$ cat src/tdr_pkg.sv
// constants and carrier types for the cable diagnostic register bank
// assumes a single 25 MHz system clock domain shared by all users
package tdr_pkg;

    localparam int ADDR_W = 10;

    // register offsets
    localparam logic [ADDR_W-1:0] OFS_DIAG_CONTROL_2 = 10'h171;
    localparam logic [ADDR_W-1:0] OFS_SEGMENT_TIMING = 10'h173;
    localparam logic [ADDR_W-1:0] OFS_SHADOW = 10'h175;
    localparam logic [ADDR_W-1:0] OFS_PEAK_LOC_THRESH = 10'h176;
    localparam logic [ADDR_W-1:0] OFS_SHORT_THRESH = 10'h177;
    localparam logic [ADDR_W-1:0] OFS_PULSE_WIDTH = 10'h178;
    localparam logic [ADDR_W-1:0] OFS_FIRST_PEAK = 10'h180;
    localparam logic [ADDR_W-1:0] OFS_LOC_RESULT_2 = 10'h181;
    localparam logic [ADDR_W-1:0] OFS_LOC_RESULT_3 = 10'h182;
    localparam logic [ADDR_W-1:0] OFS_LOC_RESULT_4 = 10'h183;
    localparam logic [ADDR_W-1:0] OFS_LOC_RESULT_5 = 10'h184;

    // values after reset
    localparam logic [15:0] RST_DIAG_CONTROL_2 = 16'hC850;
    localparam logic [15:0] RST_SEGMENT_TIMING = 16'h0D04;
    localparam logic [15:0] RST_SHADOW = 16'h1004;
    localparam logic [15:0] RST_PEAK_LOC_THRESH = 16'h0005;
    localparam logic [15:0] RST_SHORT_THRESH = 16'h1E00;
    localparam logic [15:0] RST_PULSE_WIDTH = 16'h0002;
    localparam logic [7:0] RST_FIRST_PEAK = 8'h00;

    // writable bits per register, all others read as zero
    localparam logic [15:0] WMASK_SHADOW = 16'h381F;
    localparam logic [15:0] WMASK_PEAK_LOC_THRESH = 16'h001F;
    localparam logic [15:0] WMASK_PULSE_WIDTH = 16'h0007;

    // field positions
    localparam int SEG_DUR_LSB = 8;
    localparam int INIT_SKIP_LSB = 0;
    localparam int SDW_AVG_LSB = 11;
    localparam int FWD_SHADOW_LSB = 0;
    localparam int PLOC_THR_LSB = 0;
    localparam int SHORT_THR_LSB = 8;
    localparam int PULSE_W_LSB = 0;

    // detection threshold beyond the near zone
    localparam logic [7:0] FAR_THRESH = 8'h08;

    typedef struct packed {
        logic [ADDR_W-1:0] addr;
        logic [15:0] wdata;
        logic wr;
        logic rd;
    } tdr_bus_req_t;

    typedef struct packed {
        logic valid;
        logic [7:0] mag;
    } tdr_sample_t;

    typedef struct packed {
        logic [2:0] pulse_width;
        logic [2:0] sdw_avg_loc;
    } tdr_fe_cfg_t;

    typedef enum logic [1:0] {
        ST_IDLE = 2'b00,
        ST_PULSE = 2'b01,
        ST_SKIP = 2'b11,
        ST_EVAL = 2'b10
    } tdr_state_t;

endpackage

$ cat src/tdr_cable_diag_config_regs.sv
// register bank and first-peak search engine for the cable diagnostic
// assumes bus master and sample source run on clk_sys; samples need no sync
// What this block does
// - segment duration field bounds evaluated sample count
// - initial skip samples discarded before evaluation
// - shadow average location driven to front end
// - forward shadow hides echoes after each peak
// - short-cable threshold applies in near zone
// - pulse width field sizes transmit pulse
// - first peak location readable, read-only
//
// The plain strobed port is this design's own decision.
`timescale 1ns/1ns

module tdr_cable_diag_config_regs
    import tdr_pkg::*;
(
    input wire logic clk_sys,
    input wire logic rstn,
    input wire tdr_bus_req_t bus_req,
    output logic [15:0] bus_rdata,
    input wire logic diag_start,
    input wire tdr_sample_t sample,
    output logic tx_pulse,
    output tdr_fe_cfg_t fe_cfg,
    output logic diag_busy,
    output logic diag_done,
    output logic [3:0] peak_count
);

    logic [15:0] diag_control_2;
    logic [15:0] segment_timing_cfg;
    logic [15:0] shadow_cfg;
    logic [15:0] peak_location_threshold;
    logic [15:0] short_cable_threshold_cfg;
    logic [15:0] pulse_width_cfg;
    logic [7:0] first_peak_location;

    tdr_state_t state;
    logic [7:0] step_left;
    logic [7:0] eval_idx;
    logic [7:0] position;
    logic [3:0] shadow_left;
    logic peak_found;

    logic [7:0] seg_duration;
    logic [7:0] initial_skip;
    logic [3:0] fwd_shadow;
    logic [4:0] ploc_thresh;
    logic [4:0] short_thresh;
    logic [2:0] pulse_width;
    logic [7:0] detect_thresh;
    logic is_peak;
    tdr_state_t next_state;
    logic wr_diag_control_2;
    logic wr_segment_timing;
    logic wr_shadow;
    logic wr_peak_loc_thresh;
    logic wr_short_thresh;
    logic wr_pulse_width;

    assign seg_duration = segment_timing_cfg[SEG_DUR_LSB +: 8];
    assign initial_skip = segment_timing_cfg[INIT_SKIP_LSB +: 8];
    assign fwd_shadow = shadow_cfg[FWD_SHADOW_LSB +: 4];
    assign ploc_thresh = peak_location_threshold[PLOC_THR_LSB +: 5];
    assign short_thresh = short_cable_threshold_cfg[SHORT_THR_LSB +: 5];
    assign pulse_width = pulse_width_cfg[PULSE_W_LSB +: 3];

    // write decode; reserved read-write bits are kept as storage
    assign wr_diag_control_2 = bus_req.wr && (bus_req.addr == OFS_DIAG_CONTROL_2);
    assign wr_segment_timing = bus_req.wr && (bus_req.addr == OFS_SEGMENT_TIMING);
    assign wr_shadow = bus_req.wr && (bus_req.addr == OFS_SHADOW);
    assign wr_peak_loc_thresh = bus_req.wr && (bus_req.addr == OFS_PEAK_LOC_THRESH);
    assign wr_short_thresh = bus_req.wr && (bus_req.addr == OFS_SHORT_THRESH);
    assign wr_pulse_width = bus_req.wr && (bus_req.addr == OFS_PULSE_WIDTH);

    always_ff @(posedge clk_sys or negedge rstn) begin
        if (!rstn) begin
            diag_control_2 <= RST_DIAG_CONTROL_2;
        end else if (wr_diag_control_2) begin
            diag_control_2 <= bus_req.wdata;
        end
    end

    always_ff @(posedge clk_sys or negedge rstn) begin
        if (!rstn) begin
            segment_timing_cfg <= RST_SEGMENT_TIMING;
        end else if (wr_segment_timing) begin
            segment_timing_cfg <= bus_req.wdata;
        end
    end

    always_ff @(posedge clk_sys or negedge rstn) begin
        if (!rstn) begin
            shadow_cfg <= RST_SHADOW;
        end else if (wr_shadow) begin
            shadow_cfg <= bus_req.wdata & WMASK_SHADOW;
        end
    end

    always_ff @(posedge clk_sys or negedge rstn) begin
        if (!rstn) begin
            peak_location_threshold <= RST_PEAK_LOC_THRESH;
        end else if (wr_peak_loc_thresh) begin
            peak_location_threshold <= bus_req.wdata & WMASK_PEAK_LOC_THRESH;
        end
    end

    always_ff @(posedge clk_sys or negedge rstn) begin
        if (!rstn) begin
            short_cable_threshold_cfg <= RST_SHORT_THRESH;
        end else if (wr_short_thresh) begin
            short_cable_threshold_cfg <= bus_req.wdata;
        end
    end

    always_ff @(posedge clk_sys or negedge rstn) begin
        if (!rstn) begin
            pulse_width_cfg <= RST_PULSE_WIDTH;
        end else if (wr_pulse_width) begin
            pulse_width_cfg <= bus_req.wdata & WMASK_PULSE_WIDTH;
        end
    end

    // read data valid only in the cycle after the strobe
    always_ff @(posedge clk_sys or negedge rstn) begin
        if (!rstn) begin
            bus_rdata <= 16'h0000;
        end else if (bus_req.rd) begin
            unique case (bus_req.addr)
                OFS_DIAG_CONTROL_2: begin
                    bus_rdata <= diag_control_2;
                end
                OFS_SEGMENT_TIMING: begin
                    bus_rdata <= segment_timing_cfg;
                end
                OFS_SHADOW: begin
                    bus_rdata <= shadow_cfg;
                end
                OFS_PEAK_LOC_THRESH: begin
                    bus_rdata <= peak_location_threshold;
                end
                OFS_SHORT_THRESH: begin
                    bus_rdata <= short_cable_threshold_cfg;
                end
                OFS_PULSE_WIDTH: begin
                    bus_rdata <= pulse_width_cfg;
                end
                OFS_FIRST_PEAK: begin
                    bus_rdata <= {8'h00, first_peak_location};
                end
                default: begin
                    // result slots 2..5 and unmapped addresses read zero
                    bus_rdata <= 16'h0000;
                end
            endcase
        end else begin
            bus_rdata <= 16'h0000;
        end
    end

    // front end settings follow the registers live
    assign fe_cfg.sdw_avg_loc = shadow_cfg[SDW_AVG_LSB +: 3];
    assign fe_cfg.pulse_width = pulse_width;

    assign diag_busy = (state != ST_IDLE);
    assign tx_pulse = (state == ST_PULSE);

    // near zone uses the short-cable threshold against strong close echoes
    assign detect_thresh = (eval_idx < {3'h0, ploc_thresh}) ? {3'h0, short_thresh} : FAR_THRESH;
    assign is_peak = sample.valid && (shadow_left == 4'h0) && (sample.mag > detect_thresh);

    // sequence: pulse, skip, evaluate; a start while busy is ignored
    always_comb begin
        next_state = state;
        unique case (state)
            ST_IDLE: begin
                if (diag_start) begin
                    next_state = ST_PULSE;
                end
            end
            ST_PULSE: begin
                if (step_left == 8'h00) begin
                    next_state = ST_SKIP;
                end
            end
            ST_SKIP: begin
                if (step_left == 8'h00) begin
                    next_state = ST_EVAL;
                end
            end
            ST_EVAL: begin
                if (step_left == 8'h00) begin
                    next_state = ST_IDLE;
                end
            end
        endcase
    end

    always_ff @(posedge clk_sys or negedge rstn) begin
        if (!rstn) begin
            state <= ST_IDLE;
        end else begin
            state <= next_state;
        end
    end

    // phase counter: pulse in cycles, skip and duration in valid samples
    always_ff @(posedge clk_sys or negedge rstn) begin
        if (!rstn) begin
            step_left <= 8'h00;
        end else begin
            unique case (state)
                ST_IDLE: begin
                    if (diag_start) begin
                        step_left <= {5'h00, pulse_width};
                    end
                end
                ST_PULSE: begin
                    if (step_left == 8'h00) begin
                        step_left <= initial_skip;
                    end else begin
                        step_left <= step_left - 8'h01;
                    end
                end
                ST_SKIP: begin
                    if (step_left == 8'h00) begin
                        step_left <= seg_duration;
                    end else if (sample.valid) begin
                        step_left <= step_left - 8'h01;
                    end
                end
                ST_EVAL: begin
                    if (step_left != 8'h00 && sample.valid) begin
                        step_left <= step_left - 8'h01;
                    end
                end
            endcase
        end
    end

    // index of the evaluated sample, only read while evaluating
    always_ff @(posedge clk_sys or negedge rstn) begin
        if (!rstn) begin
            eval_idx <= 8'h00;
        end else if (state == ST_SKIP) begin
            eval_idx <= 8'h00;
        end else if (state == ST_EVAL && step_left != 8'h00 && sample.valid) begin
            eval_idx <= eval_idx + 8'h01;
        end
    end

    // one-cycle done pulse as the evaluation ends
    always_ff @(posedge clk_sys or negedge rstn) begin
        if (!rstn) begin
            diag_done <= 1'b0;
        end else begin
            diag_done <= (state == ST_EVAL) && (step_left == 8'h00);
        end
    end

    // sample position counted from the end of the pulse, saturating
    always_ff @(posedge clk_sys or negedge rstn) begin
        if (!rstn) begin
            position <= 8'h00;
        end else if (state == ST_PULSE) begin
            position <= 8'h00;
        end else if ((state == ST_SKIP || state == ST_EVAL) && sample.valid && position != 8'hFF) begin
            position <= position + 8'h01;
        end
    end

    // peak search; shadow masks echoes of a found peak
    always_ff @(posedge clk_sys or negedge rstn) begin
        if (!rstn) begin
            shadow_left <= 4'h0;
            peak_found <= 1'b0;
            peak_count <= 4'h0;
            first_peak_location <= RST_FIRST_PEAK;
        end else if (state == ST_IDLE && diag_start) begin
            shadow_left <= 4'h0;
            peak_found <= 1'b0;
            peak_count <= 4'h0;
            first_peak_location <= RST_FIRST_PEAK;
        end else if (state == ST_EVAL && step_left != 8'h00 && sample.valid) begin
            if (shadow_left != 4'h0) begin
                shadow_left <= shadow_left - 4'h1;
            end else if (is_peak) begin
                shadow_left <= fwd_shadow;
                if (peak_count != 4'hF) begin
                    peak_count <= peak_count + 4'h1;
                end
                if (!peak_found) begin
                    peak_found <= 1'b1;
                    first_peak_location <= position;
                end
            end
        end
    end

endmodule

$ cat config.mk
export PLATFORM = sky130hd
export DESIGN_NAME = tdr_cable_diag_config_regs
export DESIGN_NICKNAME = d
export VERILOG_FILES = /design/src/tdr_pkg.sv /design/src/tdr_cable_diag_config_regs.sv
export SDC_FILE = /design/constraint.sdc
export NUM_CORES = 1
export LEC_CHECK = 0
export BUFFER_PORTS_ARGS = -buffer_cell sky130_fd_sc_hd__buf_4
export CORE_MARGIN = 2
export CORE_UTILIZATION = 55
export CTS_CLUSTER_SIZE = 16
export DETAILED_ROUTE_END_ITERATION = 10
export GPL_TIMING_DRIVEN = 0
export PLACE_DENSITY = 0.75
export SETUP_SLACK_MARGIN = 0.3
export SYNTH_ARGS = -nofsm -noshare
export SYNTH_HDL_FRONTEND = slang
export SYNTH_SLANG_ARGS = --single-unit
$ cat constraint.sdc
create_clock -name clk_sys -period 3.66 [get_ports clk_sys]
set_input_delay 1.098 -clock clk_sys [delete_from_list [all_inputs] [get_ports clk_sys]]
set_output_delay 1.098 -clock clk_sys [all_outputs]
set_load 0.02 [all_outputs]
== Word-level counts from Yosys, hierarchy flattened ==
Index checks and enable logic that the tools add are counted.
Word-level totals
  latch bits: 0
  memories kept: 0
  logic and storage cells: 113
  ROM bits: 0
  input port bits: 40
  RAM bits: 0
  flip-flop bits (word level): 124
  output and inout bits: 29
Operators by class
  add/subtract/negate cells: 5
  equality and inequality tests: 20
  divide/modulo/power cells: 0
  $mul: 0
  bitwise operators: 0
  shift-type cells: 0
  order comparisons: 2
  multiplexer cells: 36
  reduce and logical (&&, ||, !) cells: 34
Operator list (number)
  2-to-1 mux 8 bit: 14
  one-hot mux 16 bit (7 select lines): 1
  equality test 10 x 9 -> 1 bit, second input constant: 7
  2-to-1 mux 4 bit: 9
  one-hot mux 8 bit (4 select lines): 1
  adder 8 x 1 -> 8 bit, second input constant: 2
  2-to-1 mux 16 bit: 1
  logical AND 1 bit: 15
  AND reduction 4 bit: 3
  nonzero test 2 bit: 6
  inequality test 2 bit, second input constant: 5
  greater-than comparator 8 x 5 -> 1 bit: 1
  logical NOT 8 bit: 1
  less-than comparator 8 x 5 -> 1 bit: 1
  2-to-1 mux 2 bit: 4
  inequality test 8 bit, second input constant: 1
  one-hot mux 2 bit (4 select lines): 1
  nonzero test 8 bit: 1
  subtractor 8 x 1 -> 8 bit, second input constant: 1
  AND reduction 3 bit: 2
  2-to-1 mux 5 bit: 1
  adder 4 x 1 -> 4 bit, second input constant: 1
  equality test 2 bit, second input constant: 2
  logical NOT 4 bit: 1
  11 further kinds: 15

== Longest topological paths before layout ==
Gate-level depths: netlist (run 1).
  word-level depth: 8
  gate-level depth with buffers: 15
  depth with buffers taken out: 14

== Worst setup path after synthesis (run 1) ==
Ideal clock, no wire load.
  kind: register to register
  start point: register peak_location_threshold[2]
  end point: register first_peak_location[0]
  required time: 3536 ps
  setup slack: 606 ps
  period minus slack after synthesis: 3054 ps
  arrival: 2930 ps
  setup time: 124 ps
  buffers on the path: 1
  stages on the path, launching flop included: 14
  path through: dfstp_2 > inv_1 > ha_1 > a21o_1 > a21o_1 > a21oi_1 > nor2b_1 > ha_1 > and3_1 > a32oi_1 > o2111ai_4 > nand2b_1 > buf_4 > mux2i_1
Between the ends
  cells in the longest elaborated chain, start to end: 6
RTL lines
  start: declaration: RTL line tdr_cable_diag_config_regs.sv:34  | logic [15:0] peak_location_threshold;
  start signal: assignment: RTL line tdr_cable_diag_config_regs.sv:105  | peak_location_threshold <= bus_req.wdata & WMASK_PEAK_LOC_THRESH;
  less-than comparator 8 x 5 -> 1 bit: RTL line tdr_cable_diag_config_regs.sv:170  | assign detect_thresh = (eval_idx < {3'h0, ploc_thresh}) ? {3'h0, short_thresh} : FAR_THRESH;
  2-to-1 mux 5 bit: RTL line tdr_cable_diag_config_regs.sv:170
  greater-than comparator 8 x 5 -> 1 bit: RTL line tdr_cable_diag_config_regs.sv:171  | assign is_peak = sample.valid && (shadow_left == 4'h0) && (sample.mag > detect_thresh);
  logical AND 1 bit: RTL line tdr_cable_diag_config_regs.sv:171
  nonzero test 2 bit (no source line)
  AND reduction 4 bit (no source line)
  end signal: assignment: RTL line tdr_cable_diag_config_regs.sv:295  | first_peak_location <= position;
  end: declaration: RTL line tdr_cable_diag_config_regs.sv:37  | logic [7:0] first_peak_location;
No other way between the ends.
A chain may end at the register's enable or synchronous reset.

== Worst setup path in the final report (run 1) ==
  start point: register peak_location_threshold[1]
  end point: register peak_count[3]
Between the ends
  cells in the longest elaborated chain, start to end: 6
RTL lines
  less-than comparator 8 x 5 -> 1 bit: RTL line tdr_cable_diag_config_regs.sv:170
  2-to-1 mux 5 bit: RTL line tdr_cable_diag_config_regs.sv:170
  greater-than comparator 8 x 5 -> 1 bit: RTL line tdr_cable_diag_config_regs.sv:171
  logical AND 1 bit: RTL line tdr_cable_diag_config_regs.sv:171
  nonzero test 2 bit (no source line)
  AND reduction 4 bit (no source line)
  end signal: assignment: RTL line tdr_cable_diag_config_regs.sv:291  | peak_count <= peak_count + 4'h1;
  end: declaration: RTL line tdr_cable_diag_config_regs.sv:28  | output logic [3:0] peak_count
No other way between the ends.

==> results.py, run 1 <==
metrics = {
    "yosys": {
        "postSynth.asyncResetShare_pct": 100,
        "synthCells": 579,
        "netlist_area_um2": 6330,
        "synth_cell_types": 65,
        "seq_area_frac_synth_pct": 49.4,
        "ys.warnings.count": 0,
        "avgSynthCellArea_um2": 10.9,
        "yosys.area.top_type": "dfrtp_1",
        "yosysTopAreaCellShare_pct": 41.9,
        "synthFlopType": "dfrtp_1",
        "synth_fp_nets": 635,
        "synth_common_cells": "dfrtp_1 (106), mux2_2 (71), nor2_1 (56)",
        "ys_top_cells_by_area": "dfrtp_1 (42%), mux2_2 (13%), dfstp_2 (7.5%)",
        "synth-seq-cells": 124,
        "yosysMostFrequentCell": "dfrtp_1",
        "synth_edf_count": 0,
    },
    "clock_tree": {
        "cts.htree.levels": 4,
        "cts_sinks": 124,
        "clkLatencyLatePin_ns": 0.42,
        "path_clk_slew_ns": 0.05,
        "numCtsBuffers": 17,
        "cts_hold_buf": 0,
        "tritoncts": "built",
        "root_buffer": "clkbuf_16",
        "cts.path.max_buffers": 2,
    },
    "power_and_ir_drop": {
        "p_int_mw": 2.91,
        "power_density_nw_per_um2": 537,
        "seq_power_share_pct": 37.4,
        "power.leakage_nw": 3.63,
        "p_comb_share_pct": 23.4,
        "net-switching-power_mw": 1.26,
        "clkPwrFrac_pct": 39.2,
        "switching_share_pct": 30.2,
        "ir_worst_vdd_uv": 339,
    },
    "hold_path": {
        "hp-start": "diag_control_2[0]$_DFFE_PN0P_",
        "whs_path_depth": 1,
        "hold_path_class": "reg -> reg",
    },
    "job": {
        "maxCapViolations": 0,
    },
    "timing": {
        "rsz0062_at_grt": "yes",
        "setup_ws_ns": 0.375,
        "setup_viol": 0,
        "worst_slew_pin_slew_ns": 0.878,
        "hold_viol_final": 0,
        "finalClockSkew_ns": 0.00968,
        "tns_ns": 0,
        "finalCriticalPeriod_ns": 3.29,
        "report.final.slew_viol_count": 0,
        "maxSlewHeadroom_pct": 41.2,
        "fmax_mhz": 304,
        "finalCritPeriodShare_pct": 89.8,
    },
    "critical_path": {
        "r2r_start": "peak_location_threshold[1]$_DFFE_PN0P_",
        "startpoint": "peak_location_threshold[1]$_DFFE_PN0P_",
        "critical_path_class": "reg -> reg",
        "cp.required_ns": 3.95,
        "reg2regPathDepth": 16,
        "crit_path_end_kind": "flop",
        "reg2reg_slack_ns": 0.37,
        "worstPathArrival_ns": 3.58,
        "cp_max_fo": 6,
        "startpoint_type": "flop",
    },
    "floorplanning": {
        "die_w_um": 111,
        "initial_core_util_pct": 55.9,
        "die_h_um": 111,
        "rows": 39,
        "io_pins": 69,
        "dieArea_um2": 12400,
        "core_um2": 11300,
    },
    "grt": {
        "grt_start_max_net_pins": 73,
        "grt_overflow": 0,
        "met1_usage_pct": 35.2,
        "grt_pass1_wl_mm": 25.5,
        "grt_pass1_vias": 5027,
        "top_usage_layer": "met2",
        "antenna_found_initial": 0,
        "grt_usage_pct": 26.5,
        "met3_usage_pct": 5.30,
        "met2_usage_pct": 43.3,
    },
    "routing": {
        "wl_mm": 15.5,
        "vias_per_cell": 5.81,
        "final_antenna_net_count": 0,
        "wl_per_cell_um": 18.7,
        "vias": 4820,
        "drc": 0,
        "dr.pass1.iters": 7,
        "drt_iter0_drc": 267,
    },
    "cells_and_area": {
        "nets": 730,
        "final_util_pct": 68.6,
        "diodes": 0,
        "area_growth_pct": 22.7,
        "drive_gt1_share_pct": 33.7,
    },
    "place": {
        "pre_cts_slack_ns": -0.240,
        "io_buffers": 67,
        "gp_congestion": 0.874,
        "hpwlAfterDp_mm": 11.0,
    },
    "outcome": {
        "status": "complete, no violations",
    },
}
==> critical path, cell delays in order (launching register included) <==
cell and delay, ns:
dfrtp_1 0.35, inv_1 0.05, ha_1 0.28, a21o_1 0.16, a21o_1 0.17, a21o_1 0.19, a21oi_4 0.20, buf_4 0.15
nand2_2 0.06, ha_4 0.27, and3_4 0.20, o21ai_2 0.07, a32oi_4 0.26, o2111ai_4 0.22, buf_4 0.22, o211ai_1 0.18
o31ai_1 0.11
==> layout by cell type, fill, tap and decap left out, types with 6 or more instances in the layout <==
cell type | synthesis | routed
dfrtp_1 | 106 | 106
buf_4 | 5 | 77
mux2_2 | 71 | 71
nor2_1 | 56 | 56
nand2_1 | 39 | 38
o21ai_0 | 28 | 26
a21oi_1 | 27 | 25
mux2i_1 | 24 | 24
inv_1 | 24 | 23
nand3_1 | 19 | 19
dfstp_2 | 18 | 18
clkbuf_16 | 0 | 17
ha_1 | 16 | 14
clkbuf_1 | 7 | 13
buf_2 | 8 | 8
nor3_1 | 8 | 8
a22oi_1 | 8 | 8
xnor2_1 | 8 | 8
nand2b_1 | 7 | 6
and2_1 | 6 | 6
a221oi_1 | 6 | 6
a222oi_1 | 6 | 6
==> routing by layer <==
metal	part of all wire, %	wire, um
met1	44	6820
met2	50	7700
met3	4.4	688
met4	1.6	255
met5	0	0
==> registers in the layout (all words and copies together), names as in the netlist <==
name	flops
eval_idx	8
pulse_width_cfg	3
peak_found	1
position	8
peak_count	4
state	2
peak_location_threshold	5
short_cable_threshold_cfg	16
bus_rdata	16
shadow_left	4
diag_control_2	16
first_peak_location	8
segment_timing_cfg	16
step_left	8
shadow_cfg	8
diag_done	1
==> logic make-up after synthesis <==
group	count (synthesis)	share of synthesized area (%)
flops	124	49.4
mux	96	16.6
xor+xnor	13	1.80
simple gates	174	14.2
buf+inv	50	3.66
fa+ha+maj	16	3.16
compound gates	106	11.2
==> what timing repair did <==
action                                  CTS  global route
endpoints found under the setup margin   17            13
endpoints found under the hold margin     0             0
buffers inserted                          5             3
pin swaps                                 5             9
gates resized for setup                  14             4
==> cell type report <==
| type | instances | area [um2] |
|---|---|---|
| timing repair buffer | 76 | 598 |
| tap | 143 | 179 |
| clock inverter | 8 | 121 |
| inverter | 26 | 97.6 |
| multi-input combinational | 405 | 3060 |
| clock buffer | 23 | 448 |
| buffer | 24 | 141 |
| fill | 848 | 3550 |
| sequential | 124 | 3130 |
==> metrics by stage <==
step / hold WS, ns / power [mW] / std cells / cell area (um2)
after global placement: 0.484 / 2.50 / 789 / 7010
after detailed placement: 0.490 / 2.53 / 790 / 7040
final: 0.502 / 4.17 / 829 / 7770
after floorplan: 0.475 / 2.23 / 579 / 6330
after CTS: 0.501 / 4.19 / 826 / 7720
after global routing: 0.516 / 4.40 / 829 / 7770
==> power groups by stage <==
stage	combinational [mW]	clock, mW	sequential [mW]
2_1_floorplan	0.670	0	1.56
3_3_place_gp	0.924	0	1.58
3_5_place_dp	0.949	0	1.58
4_1_cts	0.967	1.66	1.56
5_1_grt	1.10	1.72	1.58
6_report	0.976	1.64	1.56
==> final timing paths <==
path / endpoint
max in group asynchronous: short_cable_threshold_cfg[9]$_DFFE_PN1P_
setup reg to reg: peak_count[3]$_DFFE_PN0P_
hold reg to reg: diag_control_2[0]$_DFFE_PN0P_
min in group asynchronous: peak_count[1]$_DFFE_PN0P_
hold / removal: diag_control_2[0]$_DFFE_PN0P_
setup / recovery: peak_count[3]$_DFFE_PN0P_
(Power assumes the default switching activity.)
==> inputs of run 2 (changes only) <==
- CORE_UTILIZATION: 55 -> 59
- PLACE_DENSITY: 0.75 -> 0.8
- clock period: 3.66 -> 3.7 ns (I/O delays scaled with it)
==> run 2 against run 1 <==
  * Register-to-register slack hardly changed
  * Worst setup slack better by 0.0065 ns
  * Via count is 3.1% higher
  * Clock skew is 0.0026 ns higher
  * Die area is 6.5% lower
  * Core utilization is 5.6 points higher
  * Combinational power is 1% higher
  * Design area is 0.90% lower
  * Critical path depth is 1 lower
  * Wire length is 4.9% higher
  * Critical endpoint is now first_peak_location[0]$_DFFE_PN0P_
  * Largest power group unchanged
==> results.py, run 2 (synthesized netlist as in run 1, its figures left out) <==
metrics = {
    "critical_path": {
        "startpoint_type": "flop",
        "crit_path_end_kind": "flop",
        "cpPeakStageDelay_ns": 0.54,
        "cp_slowest_cell": "dfstp_2",
        "crit_path_cell_trace": "inv_1 -> ha_1 -> a21o_1 -> a21o_1 -> a21oi_4 -> nor2b_4 -> ha_4 -> a21o_1 -> a21oi_2 -> a32oi_2 -> buf_6 -> o2111ai_4 -> nand2b_4 -> buf_8 -> mux2i_1",
        "cp_common_cell": "a21o_1",
        "critPathBufInv": 3,
        "crit_family": "compound AO/OA/AOI/OAI gates",
        "cp_max_fo": 8,
        "worstPathArrival_ns": 3.76,
        "critical_path_class": "reg -> reg",
        "cp.required_ns": 4.14,
    },
    "clock_tree": {
        "root_buffer": "clkbuf_8",
        "cts.htree.levels": 4,
        "path_clk_slew_ns": 0.06,
        "numCtsBuffers": 17,
        "tritoncts": "built",
        "clkLatencyLatePin_ns": 0.53,
        "cts_hold_buf": 0,
        "cts.path.max_buffers": 2,
        "cts_sinks": 124,
    },
    "power_and_ir_drop": {
        "power.leakage_nw": 3.59,
        "p_comb_share_pct": 24.2,
        "clkPwrFrac_pct": 38.1,
        "net-switching-power_mw": 1.28,
        "ir_worst_vdd_uv": 478,
        "p_int_mw": 2.82,
        "switching_share_pct": 31.2,
        "seq_power_share_pct": 37.8,
        "power_mw": 4.10,
        "power_density_nw_per_um2": 532,
    },
    "routing": {
        "drt_iter0_drc": 365,
        "wl_mm": 16.2,
        "final_antenna_net_count": 0,
        "vias_per_cell": 6.08,
        "wl_per_cell_um": 19.8,
        "dr.pass1.iters": 5,
        "vias": 4971,
        "drc": 0,
    },
    "timing": {
        "finalClockSkew_ns": 0.0123,
        "hold_viol_final": 0,
        "rsz0062_at_grt": "yes",
        "report.final.slew_viol_count": 0,
        "worst_slew_pin_slew_ns": 0.886,
        "setup_viol": 0,
        "finalCritPeriodShare_pct": 89.7,
        "fmax_mhz": 301,
        "maxSlewHeadroom_pct": 40.7,
        "tns_ns": 0,
        "finalCriticalPeriod_ns": 3.32,
    },
    "floorplanning": {
        "io_pins": 69,
        "initial_core_util_pct": 61.1,
        "rows": 37,
        "core_um2": 10400,
        "dieArea_um2": 11600,
        "die_h_um": 108,
        "die_w_um": 108,
    },
    "place": {
        "hpwlAfterDp_mm": 11.5,
        "io_buffers": 67,
        "placed_area_um2": 7040,
        "dpl.cell_count": 783,
        "gp_congestion": 0.864,
    },
    "cells_and_area": {
        "final_common_cell": "dfrtp_1",
        "drive_gt1_share_pct": 33.0,
        "area_growth_pct": 21.6,
        "diodes": 0,
        "mostFrequentLayoutCells": "dfrtp_1 (106), buf_4 (73), mux2_2 (71)",
        "fill_cells": 733,
        "fin_area_um2": 7700,
        "stdcell_count": 818,
        "nets": 727,
    },
    "grt": {
        "grt_usage_pct": 29.9,
        "grt_start_max_net_pins": 99,
        "grt_pass1_wl_mm": 26.1,
        "antenna_found_initial": 0,
        "grt_pass1_vias": 5048,
        "grt_overflow": 0,
    },
    "hold_path": {
        "hold_path_class": "in -> async",
    },
    "job": {
        "maxCapViolations": 0,
    },
    "outcome": {
        "status": "complete, no violations",
    },
}
run 2: cell type report:
cell class	instances	area [um2]	area share (%)
buffer	24	141	1.84
clock buffer	24	460	5.98
clock inverter	6	90.1	1.17
inverter	26	101	1.32
multi-input combinational	405	3030	39.4
sequential	124	3130	40.6
tap	136	170	2.21
timing repair buffer	73	579	7.53
run 2: power by group through the flow:
| stage | registers, mW | logic [mW] | clock network, mW |
|---|---|---|---|
| after CTS | 1.54 | 0.967 | 1.58 |
| final | 1.55 | 0.990 | 1.56 |
| after floorplan | 1.54 | 0.663 | 0 |
| after detailed placement | 1.56 | 0.958 | 0 |
| after global placement | 1.56 | 0.924 | 0 |
| after global routing | 1.56 | 1.10 | 1.64 |
run 2: path summary, 6_finish.rpt:
path,endpoint,startpoint,cells after the start,slack [ns]
hold / removal,shadow_left[1]$_DFFE_PN0P_,rstn,1,0.45
setup / recovery,first_peak_location[0]$_DFFE_PN0P_,peak_location_threshold[2]$_DFFE_PN1P_,15,0.38
max in group asynchronous,segment_timing_cfg[10]$_DFFE_PN1P_,rstn,2,2.48
hold reg to reg,diag_control_2[3]$_DFFE_PN0P_,diag_control_2[3]$_DFFE_PN0P_,1,0.50
min in group clk_sys,diag_control_2[3]$_DFFE_PN0P_,diag_control_2[3]$_DFFE_PN0P_,1,0.50
setup reg to reg,first_peak_location[0]$_DFFE_PN0P_,peak_location_threshold[2]$_DFFE_PN1P_,15,0.38
run 2: repair_timing:
action                     CTS  global route
pin swaps                    4             8
setup buffers                2             3
gates cloned                 0             0
setup endpoints to repair   17            16
resized for setup            6            10
run 2: metrics by stage:
stage	setup WS, ns	util (%)	hold slack (ns)
after floorplan	0.646	-	0.475
after global placement	-0.0917	67.5	0.484
after detailed placement	-0.138	67.8	0.492
after CTS	0.290	73.6	0.439
after global routing	0.260	74.2	0.452
final	0.381	74.2	0.448
run 2: routing by layer:
| layer | share of wire (%) | GRT usage (%) | up-vias |
|---|---|---|---|
| met5 | 0 | 0 | - |
| met4 | 2.1 | 11.5 | 0 |
| met3 | 6.0 | 7.08 | 28 |
| met2 | 50 | 48.7 | 177 |
| met1 | 42 | 39.0 | 2506 |
| li1 | - | - | 2260 |
run 2: worst register-to-register path, stage by stage, from the launching register on:
cell and delay [ns]:
dfstp_2 0.54, inv_1 0.04, ha_1 0.28, a21o_1 0.19, a21o_1 0.19, a21oi_4 0.24, nor2b_4 0.20, ha_4 0.20
a21o_1 0.16, a21oi_2 0.14, a32oi_2 0.07, buf_6 0.14, o2111ai_4 0.29, nand2b_4 0.20, buf_8 0.14, mux2i_1 0.21
==> inputs of run 3 (changes only) <==
- CORE_UTILIZATION: 59 -> 60
- PLACE_DENSITY: 0.8 -> 0.81
- clock period: 3.7 -> 3.93 ns (I/O delays scaled with it)
==> run 3 against run 2 <==
  * First-iteration DRC count rose by 9.0%
  * Global-route usage increased by 0.81 points
  * Register-to-register slack better by 0.02 ns
  * Core utilization rose by 0.92 points
  * Critical path depth stayed put
  * Critical endpoint is now first_peak_location[6]$_DFFE_PN0P_
==> results.py, run 3 (synthesized netlist as in run 1, its figures left out) <==
metrics = {
    "floorplanning": {
        "dieArea_um2": 11400,
        "die_h_um": 107,
        "core_um2": 10300,
        "die_w_um": 107,
        "rows": 37,
        "initial_core_util_pct": 61.6,
        "io_pins": 69,
    },
    "timing": {
        "setup_viol": 0,
        "finalClockSkew_ns": 0.00830,
        "fmax_mhz": 283,
        "report.final.slew_viol_count": 0,
        "worst_slew_pin_slew_ns": 0.849,
        "finalCritPeriodShare_pct": 89.8,
        "tns_ns": 0,
        "hold-worst-slack_ns": 0.504,
        "finalCriticalPeriod_ns": 3.53,
        "rsz0062_at_grt": "yes",
        "maxSlewHeadroom_pct": 43.2,
        "hold_viol_final": 0,
    },
    "cells_and_area": {
        "diodes": 0,
        "fin_area_um2": 7720,
        "drive_gt1_share_pct": 33.1,
        "nets": 728,
        "final_common_cell": "dfrtp_1",
        "mostFrequentLayoutCells": "dfrtp_1 (106), buf_4 (76), mux2_2 (71)",
        "area_growth_pct": 22.0,
    },
    "routing": {
        "vias": 4959,
        "final_antenna_net_count": 0,
        "vias_per_cell": 6.04,
        "drt_iter0_drc": 398,
        "dr.pass1.iters": 5,
        "wl_per_cell_um": 19.6,
        "drc": 0,
        "wl_mm": 16.1,
    },
    "grt": {
        "grt_overflow": 0,
        "grt_pass1_wl_mm": 26.4,
        "antenna_found_initial": 0,
        "grt_usage_pct": 30.7,
        "grt_pass1_vias": 5035,
        "grt_start_max_net_pins": 86,
    },
    "outcome": {
        "status": "complete, no violations",
    },
    "clock_tree": {
        "numCtsBuffers": 17,
        "root_buffer": "clkbuf_8",
        "clkLatencyLatePin_ns": 0.53,
        "cts.htree.levels": 4,
        "path_clk_slew_ns": 0.06,
        "cts.path.max_buffers": 2,
        "cts_sinks": 124,
        "tritoncts": "built",
    },
    "critical_path": {
        "cpPeakStageDelay_ns": 0.56,
        "cp_slowest_cell": "dfstp_2",
        "cp_common_cell": "a21o_1",
        "startpoint_type": "flop",
        "critical_path_class": "reg -> reg",
        "cp.required_ns": 4.37,
        "crit_path_end_kind": "flop",
        "cp_max_fo": 8,
        "worstPathArrival_ns": 3.97,
        "crit_path_cell_trace": "inv_1 -> ha_1 -> a21o_1 -> a21o_1 -> a21oi_4 -> nor2b_1 -> ha_1 -> a21o_1 -> a21oi_1 -> a32oi_2 -> buf_6 -> o2111ai_4 -> nand2b_1 -> buf_4 -> mux2i_2",
    },
    "place": {
        "hpwlAfterDp_mm": 11.1,
        "gp_congestion": 0.854,
        "placed_area_um2": 7040,
        "io_buffers": 67,
    },
    "job": {
        "maxCapViolations": 0,
    },
    "power_and_ir_drop": {
        "seq_power_share_pct": 36.3,
        "switching_share_pct": 31.2,
        "net-switching-power_mw": 1.25,
        "p_int_mw": 2.76,
        "ir_worst_vdd_uv": 388,
        "p_comb_share_pct": 23.1,
        "power_density_nw_per_um2": 519,
        "clkPwrFrac_pct": 40.6,
        "power.leakage_nw": 3.60,
    },
    "hold_path": {
        "hold_path_class": "reg -> reg",
    },
}
-- run 3: power by group through the flow --
stage	clock (mW)	sequential [mW]	combinational, mW
6_report	1.63	1.45	0.926
5_1_grt	1.71	1.47	1.03
4_1_cts	1.64	1.45	0.912
3_5_place_dp	0	1.47	0.902
3_3_place_gp	0	1.47	0.876
2_1_floorplan	0	1.45	0.624
-- run 3: worst paths after layout --
check / endpoint / depth (start not counted) / start / slack, ns
min in group asynchronous: shadow_left[1]$_DFFE_PN0P_ / 1 / rstn / 0.56
worst max-delay path: first_peak_location[6]$_DFFE_PN0P_ / 15 / peak_location_threshold[2]$_DFFE_PN1P_ / 0.40
max in group asynchronous: short_cable_threshold_cfg[11]$_DFFE_PN1P_ / 2 / rstn / 2.61
worst min register to register: diag_control_2[8]$_DFFE_PN0P_ / 1 / diag_control_2[8]$_DFFE_PN0P_ / 0.50
worst max register to register: first_peak_location[6]$_DFFE_PN0P_ / 15 / peak_location_threshold[2]$_DFFE_PN1P_ / 0.40
worst min-delay path: diag_control_2[8]$_DFFE_PN0P_ / 1 / diag_control_2[8]$_DFFE_PN0P_ / 0.50
-- run 3: final cells by class --
class                   count  area, um2
flip-flops and latches    124       3130
multi-input cells         405       3000
fillers                   710       2550
repair buffers             74        583
clock buffers              19        422
clock inverters            13        190
well taps                 136        170
plain buffers              24        134
inverters                  26       97.6
-- run 3: what timing repair did --
action | 4_1_cts | 5_1_grt
hold buffers | 0 | 0
setup endpoints to repair | 16 | 12
resized for setup | 3 | 3
buffers inserted | 1 | 5
pin swaps | 1 | 3
-- run 3: per-layer routing --
metal	vias up	wire length, um	global-route usage (%)
li1	2276	-	-
met1	2479	6890	41.1
met2	170	7910	48.2
met3	34	817	7.72
met4	0	481	12.6
met5	-	0	0
-- run 3: critical path, delay by kind of cell, from the launching register on --
family / cells / cell delay, ns
AO/OA/AOI/OAI: 7 / 1.37
flip-flops: 1 / 0.56
adder cells (fa/ha/maj): 2 / 0.53
buffers and inverters: 3 / 0.40
AND/OR/NAND/NOR: 2 / 0.33
multiplexers: 1 / 0.24
-- run 3: metrics by stage --
| stage | utilization [%] | total power, mW | std cells | setup slack [ns] |
|---|---|---|---|---|
| 3_3_place_gp | 68.2 | 2.34 | 782 | 0.160 |
| 6_report | 75.2 | 4.01 | 821 | 0.402 |
| 3_5_place_dp | 68.5 | 2.37 | 783 | 0.0216 |
| 2_1_floorplan | - | 2.08 | 579 | 0.876 |
| 4_1_cts | 74.7 | 4.00 | 816 | 0.336 |
| 5_1_grt | 75.2 | 4.20 | 821 | 0.238 |
